### config.mk
export PLATFORM = sky130hd
export DESIGN_NAME = cap_power_regs
export DESIGN_NICKNAME = d
export VERILOG_FILES = /design/src/cap_power_regs.v /design/src/cap_ref_div.v
export VERILOG_INCLUDE_DIRS = /design/src
export SDC_FILE = /design/constraint.sdc
export NUM_CORES = 1
export LEC_CHECK = 0
export BUFFER_PORTS_ARGS = -buffer_cell sky130_fd_sc_hd__buf_2
export CORE_ASPECT_RATIO = 1.1
export CORE_MARGIN = 8
export CORE_UTILIZATION = 50
export DETAILED_ROUTE_END_ITERATION = 8
export PLACE_DENSITY = 0.84
export SYNTH_ARGS = -nofsm -noshare
export SYNTH_HDL_FRONTEND = slang
export SYNTH_SLANG_ARGS = --single-unit
export TNS_END_PERCENT = 100
### constraint.sdc
create_clock -name CLK_I -period 2.3 [get_ports CLK_I]
set_input_delay 0.46 -clock CLK_I [delete_from_list [all_inputs] [get_ports CLK_I]]
set_output_delay 0.46 -clock CLK_I [all_outputs]
set_load 0.05 [all_outputs]
### src/cap_consts.vh
/*
 * constants for the codec analog power and pll divider register block:
 * register indexes, field positions, reset values and timing figures.
 * assumes an apb slave with 32-bit data, one register per aligned word.
 */
// Summary of operation
// RULE_01: bit 9 switches the main core-supply regulator; resets off.
// RULE_02: bit 8 switches the pll oscillator amplifier; resets off.
// RULE_03: bit 7 powers the ground-reference buffer; set ramps up, clear ramps down.
// RULE_04: software sets headphone or line amp before clearing bit 7.
// RULE_05: software keeps amps on 200-400 ms after clearing bit 7.
// RULE_06: bit 6 picks adc mono (0) or stereo (1) while adc on; resets one.
// RULE_07: bit 5 switches reference bias currents; resets on.
// RULE_08: bit 4 switches headphone amplifiers; resets off.
// RULE_09: bit 3 switches the dac; resets off.
// RULE_10: bit 2 switches capacitor-free headphone mode; resets off.
// RULE_11: bit 0 switches line output amplifiers; resets off.
// RULE_12: divider register is written only before the pll is powered.
// RULE_13: bits 15:11 hold integer divisor, reset 0xA.
// RULE_14: bits 10:0 hold fractional divisor, reset zero, fraction times 2048.
// RULE_15: software targets 180.6336 MHz at 44.1 kHz, else 196.608 MHz.
// RULE_16: pll input is master clock, or half of it when halving set.
// RULE_17: halving divides master clock by two, only while pll powered.
`ifndef CAP_CONSTS_VH
`define CAP_CONSTS_VH

// register indexes as printed; byte address is four times the index
`define CAP_IDX_ANA_POWER 8'h30
`define CAP_IDX_PLL_DIV 8'h32
`define CAP_IDX_CLK_CFG 8'h34
`define CAP_IDX_STATUS 8'h35
`define CAP_ADDR_WIDTH 10

// analog power field positions
`define CAP_BIT_LINE_OUT 0
`define CAP_BIT_ADC_ON 1
`define CAP_BIT_CAPLESS_HP 2
`define CAP_BIT_DAC_ON 3
`define CAP_BIT_HEADPHONE 4
`define CAP_BIT_BIAS 5
`define CAP_BIT_ADC_STEREO 6
`define CAP_BIT_GND_REF 7
`define CAP_BIT_OSC_AMP 8
`define CAP_BIT_CORE_REG 9
`define CAP_ANA_WIDTH 10
`define CAP_ANA_RESET 10'h060

// pll divider fields
`define CAP_INT_MSB 15
`define CAP_INT_LSB 11
`define CAP_FRAC_MSB 10
`define CAP_FRAC_LSB 0
`define CAP_PLL_RESET 16'h5000

// clock config field
`define CAP_BIT_REF_HALVE 3

// ground-reference ramp time
`define CAP_RAMP_TIME_MS 200
`define CAP_CLK_KHZ 125000
`define CAP_RAMP_CYCLES (`CAP_RAMP_TIME_MS * `CAP_CLK_KHZ)

`endif

### src/cap_power_regs.v
/*
 * apb register block: analog power control, pll divider configuration,
 * clock config and status. drives the analog enables as levels.
 * assumes an apb master on CLK_I and a master clock pin from outside.
 */
// Decided for this implementation: the APB slave port.
`timescale 1ns/100ps
`include "cap_consts.vh"
module cap_power_regs #(
    parameter RAMP_CYCLES = `CAP_RAMP_CYCLES
) (
    input wire CLK_I,
    input wire RST_N_I,
    input wire PSEL_I,
    input wire PENABLE_I,
    input wire PWRITE_I,
    input wire [31:0] PADDR_I,
    input wire [31:0] PWDATA_I,
    output wire PREADY_O,
    output reg [31:0] PRDATA_O,
    output wire PSLVERR_O,
    input wire PLL_ON_I,
    input wire MCLK_I,
    output wire MAIN_CORE_REGULATOR_ON_O,
    output wire OSC_AMP_ON_O,
    output wire GROUND_REF_BUFFER_ON_O,
    output wire RAMP_UP_O,
    output wire RAMP_DOWN_O,
    output wire ADC_ON_O,
    output wire ADC_RIGHT_ON_O,
    output wire BIAS_CURRENT_ON_O,
    output wire HEADPHONE_ON_O,
    output wire DAC_ON_O,
    output wire CAPLESS_HP_ON_O,
    output wire LINE_OUT_ON_O,
    output wire [4:0] PLL_INT_PART_O,
    output wire [10:0] PLL_FRACTION_PART_O,
    output wire PLL_REF_CLK_O
);
    reg [`CAP_ANA_WIDTH-1:0] analog_power_ctrl;
    reg [15:0] pll_divider_cfg;
    reg ref_clk_halve;
    reg mclk_meta;
    reg mclk_sync;
    reg gnd_ref_prev;
    reg ramp_busy;
    reg ramp_dir_up;
    reg [31:0] ramp_cnt;
    wire access;
    wire wr_en;
    wire [`CAP_ADDR_WIDTH-1:0] word_addr;
    wire hit_ana;
    wire hit_pll;
    wire hit_clk;
    wire hit_sts;
    wire mapped;
    wire pll_locked_out;

    // byte address of a register from its printed index
    function [`CAP_ADDR_WIDTH-1:0] reg_addr;
        input [7:0] idx;
        begin
            reg_addr = {idx, 2'b00};
        end
    endfunction

    // apb decode; the slave answers in the access cycle with no wait states
    assign access = PSEL_I && PENABLE_I;
    assign wr_en = access && PWRITE_I;
    assign word_addr = PADDR_I[`CAP_ADDR_WIDTH-1:0];
    assign hit_ana = (PADDR_I[31:`CAP_ADDR_WIDTH] == 0) && (word_addr == reg_addr(`CAP_IDX_ANA_POWER));
    assign hit_pll = (PADDR_I[31:`CAP_ADDR_WIDTH] == 0) && (word_addr == reg_addr(`CAP_IDX_PLL_DIV));
    assign hit_clk = (PADDR_I[31:`CAP_ADDR_WIDTH] == 0) && (word_addr == reg_addr(`CAP_IDX_CLK_CFG));
    assign hit_sts = (PADDR_I[31:`CAP_ADDR_WIDTH] == 0) && (word_addr == reg_addr(`CAP_IDX_STATUS));
    assign mapped = hit_ana || hit_pll || hit_clk || hit_sts;
    assign PREADY_O = 1'b1;
    // unmapped addresses, status writes and divider writes while the pll runs are refused
    assign PSLVERR_O = access && (!mapped || (PWRITE_I && hit_sts) || (PWRITE_I && hit_pll && PLL_ON_I));
    assign pll_locked_out = 1'b0;

    // register writes take effect at the access edge
    always @(posedge CLK_I) begin
        if (!RST_N_I) begin
            analog_power_ctrl <= `CAP_ANA_RESET; // [RULE_01] [RULE_02] [RULE_06] [RULE_07]
            pll_divider_cfg <= `CAP_PLL_RESET; // [RULE_13] [RULE_14]
            ref_clk_halve <= 1'b0;
        end else if (wr_en) begin
            if (hit_ana) begin
                analog_power_ctrl <= PWDATA_I[`CAP_ANA_WIDTH-1:0];
            end
            // a divider change under a running pll would unlock it, so it is dropped
            if (hit_pll && !PLL_ON_I) begin // [RULE_12]
                pll_divider_cfg <= PWDATA_I[15:0];
            end
            if (hit_clk) begin
                ref_clk_halve <= PWDATA_I[`CAP_BIT_REF_HALVE];
            end
        end
    end

    // read mux; data registered so it is stable through the access cycle
    always @(posedge CLK_I) begin
        if (!RST_N_I) begin
            PRDATA_O <= 32'h00000000;
        end else if (PSEL_I && !PENABLE_I && !PWRITE_I) begin
            if (hit_ana) begin
                PRDATA_O <= {22'h000000, analog_power_ctrl};
            end else if (hit_pll) begin
                PRDATA_O <= {16'h0000, pll_divider_cfg};
            end else if (hit_clk) begin
                PRDATA_O <= {28'h0000000, ref_clk_halve, 3'h0};
            end else if (hit_sts) begin
                PRDATA_O <= {29'h00000000, pll_locked_out, ramp_dir_up, ramp_busy};
            end else begin
                PRDATA_O <= 32'h00000000;
            end
        end
    end

    // ground-reference ramp tracker; a toggle mid-ramp restarts in the new direction
    always @(posedge CLK_I) begin
        if (!RST_N_I) begin
            gnd_ref_prev <= 1'b0;
            ramp_busy <= 1'b0;
            ramp_dir_up <= 1'b0;
            ramp_cnt <= 32'h00000000;
        end else begin
            gnd_ref_prev <= analog_power_ctrl[`CAP_BIT_GND_REF];
            if (analog_power_ctrl[`CAP_BIT_GND_REF] != gnd_ref_prev) begin // [RULE_03]
                ramp_busy <= 1'b1;
                ramp_dir_up <= analog_power_ctrl[`CAP_BIT_GND_REF];
                ramp_cnt <= 32'h00000000;
            end else if (ramp_busy) begin
                if (ramp_cnt >= RAMP_CYCLES - 1) begin
                    ramp_busy <= 1'b0;
                end else begin
                    ramp_cnt <= ramp_cnt + 32'h00000001;
                end
            end
        end
    end

    // master clock pin crosses in through two flops before any use
    always @(posedge CLK_I) begin
        if (!RST_N_I) begin
            mclk_meta <= 1'b0;
            mclk_sync <= 1'b0;
        end else begin
            mclk_meta <= MCLK_I;
            mclk_sync <= mclk_meta;
        end
    end

    cap_ref_div u_ref_div (
        .clk_i(CLK_I),
        .rst_n_i(RST_N_I),
        .mclk_i(mclk_sync),
        .halve_i(ref_clk_halve),
        .pll_on_i(PLL_ON_I),
        .ref_o(PLL_REF_CLK_O)
    );

    // analog enables from the register flops; ramp flags from the ramp tracker, adc right gated by adc on
    assign MAIN_CORE_REGULATOR_ON_O = analog_power_ctrl[`CAP_BIT_CORE_REG]; // [RULE_01]
    assign OSC_AMP_ON_O = analog_power_ctrl[`CAP_BIT_OSC_AMP]; // [RULE_02]
    assign GROUND_REF_BUFFER_ON_O = analog_power_ctrl[`CAP_BIT_GND_REF]; // [RULE_03]
    assign RAMP_UP_O = ramp_busy && ramp_dir_up; // [RULE_03]
    assign RAMP_DOWN_O = ramp_busy && !ramp_dir_up; // [RULE_03]
    assign ADC_ON_O = analog_power_ctrl[`CAP_BIT_ADC_ON];
    // right channel only runs in stereo and only while the adc is on
    assign ADC_RIGHT_ON_O = analog_power_ctrl[`CAP_BIT_ADC_ON] && analog_power_ctrl[`CAP_BIT_ADC_STEREO]; // [RULE_06]
    assign BIAS_CURRENT_ON_O = analog_power_ctrl[`CAP_BIT_BIAS]; // [RULE_07]
    assign HEADPHONE_ON_O = analog_power_ctrl[`CAP_BIT_HEADPHONE]; // [RULE_08]
    assign DAC_ON_O = analog_power_ctrl[`CAP_BIT_DAC_ON]; // [RULE_09]
    assign CAPLESS_HP_ON_O = analog_power_ctrl[`CAP_BIT_CAPLESS_HP]; // [RULE_10]
    assign LINE_OUT_ON_O = analog_power_ctrl[`CAP_BIT_LINE_OUT]; // [RULE_11]
    assign PLL_INT_PART_O = pll_divider_cfg[`CAP_INT_MSB:`CAP_INT_LSB]; // [RULE_13]
    assign PLL_FRACTION_PART_O = pll_divider_cfg[`CAP_FRAC_MSB:`CAP_FRAC_LSB]; // [RULE_14]
endmodule // cap_power_regs

### src/cap_ref_div.v
/*
 * master clock path into the pll: pass through or halve.
 * assumes the master clock level is already synchronised to CLK_I.
 */
`timescale 1ns/100ps
module cap_ref_div (
    input wire clk_i,
    input wire rst_n_i,
    input wire mclk_i,
    input wire halve_i,
    input wire pll_on_i,
    output reg ref_o
);
    reg mclk_prev;

    // halving only bites while the pll runs; otherwise the level passes through
    always @(posedge clk_i) begin
        if (!rst_n_i) begin
            mclk_prev <= 1'b0;
            ref_o <= 1'b0;
        end else begin
            mclk_prev <= mclk_i;
            if (halve_i && pll_on_i) begin // [RULE_17]
                if (mclk_i && !mclk_prev) begin
                    ref_o <= ~ref_o;
                end
            end else begin
                ref_o <= mclk_i;
            end
        end
    end
endmodule // cap_ref_div
==> results.cfg, run 1 <==
[detailed_routing]
routed-wl-met2_mm = 5.013
routed_via_density = 5.587
drt-total-wl_mm = 9.784
first_iter_violations = 145
dr.max_layer_used = met4
vias = 3514
drc = 0
firstDrtPassIters = 4
drt-met1-wl_mm = 3.854
post_drt_wl_per_cell_um = 15.55
ant_nets = 0
wl_met3_um = 783

[timing]
clock.fmax_ghz = 0.4617
tns_ps = 0
min_period_ps = 2166
setup_violations = 0
finalClockSkew_ps = 14.08
hold_viol = 0
drv_slew = 0
setup_ws_ps = 134.2
fin_crit_sh_pct = 94.17
rsz0062_at_grt = no

[clocking]
cts_max_level = 3
worst_skew_pair.late_latency_ps = 370
cts_tree = yes
clkSlewWorstSetupHoldPaths_ps = 90
cts_max_path_buffers = 2
cts_root_buf = clkbuf_8
clkSinkCount = 82
post_cts_buffers = 0
cts_buffers = 9

[synth]
synthTopCellsByArea = dfxtp_1, nand2_1, mux2i_1
synth.top_cell.area_share_pct = 43.31
syn_avg_cell_area_um2 = 8.793
yosysTopAreaCell = dfxtp_1
netlist_instances = 431
yosysUniqueCellTypes = 54
yosysSeqAreaShare_pct = 43.31
ys_ff_latch = 82
async_flop_share_pct = 0
synth-edff-count = 0
synth_ff_type = dfxtp_1
yosysWarnings = 0
syn_area_um2 = 3790
ys_top_cells_by_count = dfxtp_1, nand2_1, nand3_1, a21oi_1, nor2b_1
yosysMostFrequentCell = dfxtp_1

[worst_setup_path]
required_ps = 1840
crit_path_max_fanout = 2
crit_path_end_kind = primary output
critPathKind = primary input to primary output
arrival_ps = 1710
cp-start-kind = primary input

[grt]
grt_pass1_vias = 3545
antenna_found_initial = 0
grt_first_pass_wirelength_mm = 16.35
grt_overflow = 0
grt_usage_pct = 18.61
grt_max_degree = 62

[cells_and_area]
area_delta_synth_final_pct = 23.18
drive_above_1_share_pct = 28.97
n_antenna_cell = 0
final_nets = 609

[floorplan]
fp.dieH_um = 107.3
dieArea_um2 = 10620
io_pins = 134
core_area_um2 = 7391
core.rowCount = 33
die_w_um = 99.01
initial_core_util_pct = 51.28

[pwr]
power.density_nw_per_um2 = 570.4
p_sw_uw = 748.1
p_comb_share_pct = 7.5
pwr-share-seq_pct = 53.4
power.share.clock_pct = 39.1
power.share.switching_pct = 28.09
p_int_uw = 1915
p_leak_uw = 0.001943
irDropWorstVdd_v = 0.0004973

[place]
place_ws_ps = 1.577
gp_congestion = 0.8510
port_buffers = 100
dp_hpwl_mm = 7.289

[job]
maxCapViolCount = 0

[hold_path]
hp-class = primary input to flip-flop

[outcome]
status = finished clean
==> stage by stage <==
step                instance area, um^2  util (%)  instances  hold WS [ps]  total power (uW)
floorplan                          3861         -        446         411.9              1603
global placement                   4428     59.91        613         423.0              1647
detailed placement                 4428     59.91        613         426.2              1650
CTS                                4636     62.72        629         289.1              2681
global route                       4668     63.16        629         292.1              2763
finish                             4668     63.16        629         296.0              2663
==> flip-flops by register name, summed over array words and instances, names as in the netlist <==
| name | flops |
|---|---|
| mclk_meta | 1 |
| u_ref_div.ref_o | 1 |
| ref_clk_halve | 1 |
| analog_power_ctrl | 10 |
| ramp_cnt | 32 |
| ramp_busy | 1 |
| pll_divider_cfg | 16 |
| PRDATA_O | 16 |
| mclk_sync | 1 |
| u_ref_div.mclk_prev | 1 |
| ramp_dir_up | 1 |
| gnd_ref_prev | 1 |
==> critical path: stages <==
cell	delay (ps)
buf_2	90
nor3_1	250
nand2_1	140
nor3_2	150
nand4_1	170
a31oi_4	220
buf_4	220
==> placed cells by master (no fill, tap or decap), types with 3 or more instances in the layout <==
cell	count
nand3_1	27
nor4_1	7
o31ai_1	11
nand2_1	56
nor2b_1	19
mux2i_1	18
and2_1	7
o21ai_1	9
mux2_2	7
clkbuf_8	9
buf_4	18
a32oi_1	6
a21oi_1	22
o21a_1	3
and3_1	9
or4_1	10
inv_1	8
or3_1	12
nor2_1	8
buf_2	99
nor3_1	4
a22oi_1	7
o21ai_0	14
nand4_1	7
dfxtp_1	82
conb_1	17
==> layout make-up <==
class                           instances  area, um^2
Clock inverter                          7       81.33
Clock buffer                            9       123.9
Tap cell                               87       108.9
Fill cell                             605        2723
Inverter                                8       30.03
Timing Repair Buffer                  119       670.6
Multi-Input combinational cell        317        2012
Sequential cell                        82        1642
==> timing repair <==
item	CTS	global route
gates cloned	0	0
gates resized for setup	1	5
hold buffers	0	0
hold endpoints to repair	0	0
setup endpoints to repair	1	11
pin swaps	0	1
==> power groups by stage <==
stage | sequential, uW | combinational, uW | clock [uW]
floorplan | 1460 | 147 | 0
global placement | 1460 | 192 | 0
detailed placement | 1460 | 195 | 0
CTS | 1420 | 196 | 1060
global route | 1420 | 213 | 1130
finish | 1420 | 200 | 1040
==> worst paths after layout <==
| check | slack (ps) | to | from | cells after the start |
|---|---|---|---|---|
| worst min-delay path | 300 | mclk_meta | MCLK_I | 2 |
| worst min register to register | 440 | mclk_sync | mclk_meta | 1 |
| worst max register to register | 140 | ramp_cnt[11] | ramp_cnt[7] | 6 |
| worst max-delay path | 130 | PSLVERR_O | PADDR_I[1] | 7 |
==> logic make-up after synthesis <==
kind of cell | Yosys count | share of synthesized area [%]
compound gates | 86 | 14.76
xor+xnor | 3 | 0.6934
fa+ha+maj | 2 | 0.5942
buf+inv | 47 | 6.669
flops | 82 | 43.31
mux | 25 | 6.834
other cells | 2 | 0.1982
simple gates | 184 | 26.94
==> routing by layer <==
metal  GRT usage (%)  vias to the layer above
met1           19.62                     1651
li1                -                     1751
met2           32.80                       97
met3           7.439                       15
met5               0                        -
met4           6.696                        0
Power figures use the tool's default switching activity.
==> inputs of run 2 (changes only) <==
--- a/config.mk
+++ b/config.mk
@@ -8,8 +8,9 @@
 export LEC_CHECK = 0
 export BUFFER_PORTS_ARGS = -buffer_cell sky130_fd_sc_hd__buf_2
 export CORE_ASPECT_RATIO = 1.1
-export CORE_MARGIN = 8
+export CORE_MARGIN = 1
 export CORE_UTILIZATION = 50
+export CTS_BUF_LIST = sky130_fd_sc_hd__clkbuf_16
 export DETAILED_ROUTE_END_ITERATION = 8
 export PLACE_DENSITY = 0.84
 export SYNTH_ARGS = -nofsm -noshare
==> run 2 against run 1 <==
Compared with the run above: core utilization grew 3.6 points; highest routed layer unchanged; first-iteration DRC count shrank 17%; critical endpoint is now ramp_cnt[10]; flip-flop and latch count is the same; via count grew 1.2%.
==> results.cfg, run 2 (synthesis gave the netlist of run 1 again) <==
[timing]
finalClockSkew_ps = 5.007
slew_headroom_pct = 59.72
fin_crit_sh_pct = 94.31
clock.fmax_ghz = 0.4610
min_period_ps = 2169
rsz0062_at_grt = no
hold_viol = 0
setup_violations = 0
tightest_slew_ps = 604.2
drv_slew = 0
timing.hold.ws_ps = 323.2
setup_ws_ps = 130.8
tns_ps = 0

[floorplan]
initial_core_util_pct = 52.88
io_pins = 134
fp.dieH_um = 93.31
die_w_um = 85.01
dieArea_um2 = 7932
core.rowCount = 32
core_area_um2 = 7167

[grt]
antenna_found_initial = 0
grt_max_degree = 37
grt_usage_pct = 24.33
grt_first_pass_wirelength_mm = 15.51
grt_pass1_vias = 3485
grt_overflow = 0

[pwr]
power.density_nw_per_um2 = 651.0
p_comb_share_pct = 6.6
p_leak_uw = 0.002011
p_int_uw = 2346
p_sw_uw = 768.2
pwr-share-seq_pct = 45.7
irDropWorstVdd_v = 0.0005145
power.share.switching_pct = 24.67
power.share.clock_pct = 47.7

[place]
dp_cells = 616
gp_congestion = 0.7898
placed_cell_area_um2 = 4463
port_buffers = 100
dp_hpwl_mm = 6.700
place_ws_ps = 43.75

[hold_path]
holdPathStages = 2
hp-class = primary input to flip-flop

[cells_and_area]
regMostFlops = ramp_cnt
multiInputGateArea_um2 = 1991
mostFrequentLayoutCells = buf_2, dfxtp_1, nand2_1
largest_reg_flops = 32
final_nets = 614
drive_above_1_share_pct = 29.25
reg_top3 = ramp_cnt: 32 flops, PRDATA_O: 16 flops, pll_divider_cfg: 16 flops
final_area_um2 = 4783
fillers = 556
area_delta_synth_final_pct = 26.21
seqCellArea_um2 = 1642
n_antenna_cell = 0
fin_cells = 632
final_common_cell = buf_2

[clocking]
cts_max_path_buffers = 2
clkSinkCount = 82
clkSlewWorstSetupHoldPaths_ps = 70
post_cts_buffers = 0
cts_root_buf = clkbuf_16
cts_buffers = 9
cts_tree = yes
cts_max_level = 3
worst_skew_pair.late_latency_ps = 340

[worst_setup_path]
arrival_ps = 2440
crit_path_end_kind = flip-flop
required_ps = 2570
critPathKind = flip-flop to flip-flop
cp-start-kind = flip-flop
crit_path_max_fanout = 24
reg2reg_depth = 6

[detailed_routing]
routed_via_density = 5.625
post_drt_wl_per_cell_um = 14.85
drt-total-wl_mm = 9.387
firstDrtPassIters = 4
ant_nets = 0
first_iter_violations = 120
drc = 0
vias = 3555

[job]
maxCapViolCount = 0

[outcome]
status = finished clean
[run 2: cell types whose count changed in the layout (fill, tap and decap cells not counted), sizes merged]
cell,delta
buf,+4
bufinv,+1
clkbuf,+1
clkinvlp,+1
inv,+1
clkinv,-3
[run 2: timing repair]
item                                   CTS  global route
endpoints found under the hold margin    0             0
resized for setup                        0             3
setup endpoints to repair                0             3
hold buffers                             0             0
[run 2: worst paths after layout]
path	startpoint	end	slack [ps]
worst min-delay path	MCLK_I	mclk_meta	320
worst min register to register	mclk_meta	mclk_sync	470
worst max-delay path	ramp_cnt[7]	ramp_cnt[10]	130
worst max register to register	ramp_cnt[7]	ramp_cnt[10]	130
[run 2: power groups by stage]
stage                     combinational (uW)  clock [uW]  sequential (uW)
after global placement                   198           0             1460
after CTS                                203        1500             1420
after global routing                     221        1550             1420
final                                    207        1480             1420
after detailed placement                 202           0             1460
after floorplan                          147           0             1460
[run 2: routing by layer]
metal	share of wire (%)	track usage, %	vias to the layer above	routed length [um]
met3	5.9	7.061	15	552
met5	0	0	-	0
li1	-	-	1753	-
met1	42	27.20	1681	3913
met4	1.4	7.910	0	133
met2	51	44.15	106	4787
[run 2: critical path, cell delays in order (launching register included)]
cell and delay [ps]:
dfxtp_1 340, or4_1 520, a311oi_2 280, o31ai_2 130, buf_12 170, or4_1 500, a21oi_1 150
[run 2: area by class of cell]
cell class | instances | area share, %
clock inverter | 7 | 1.700
timing repair buffer | 124 | 14.81
multi-input combinational | 317 | 41.62
clock buffer | 9 | 4.708
inverter | 8 | 0.6278
tap | 85 | 2.223
sequential | 82 | 34.32
[run 2: through the flow]
step	util, %	total power [uW]
finish	66.74	3114
CTS	66.55	3123
global placement	62.27	1653
detailed placement	62.27	1658
global route	66.74	3194
floorplan	-	1603
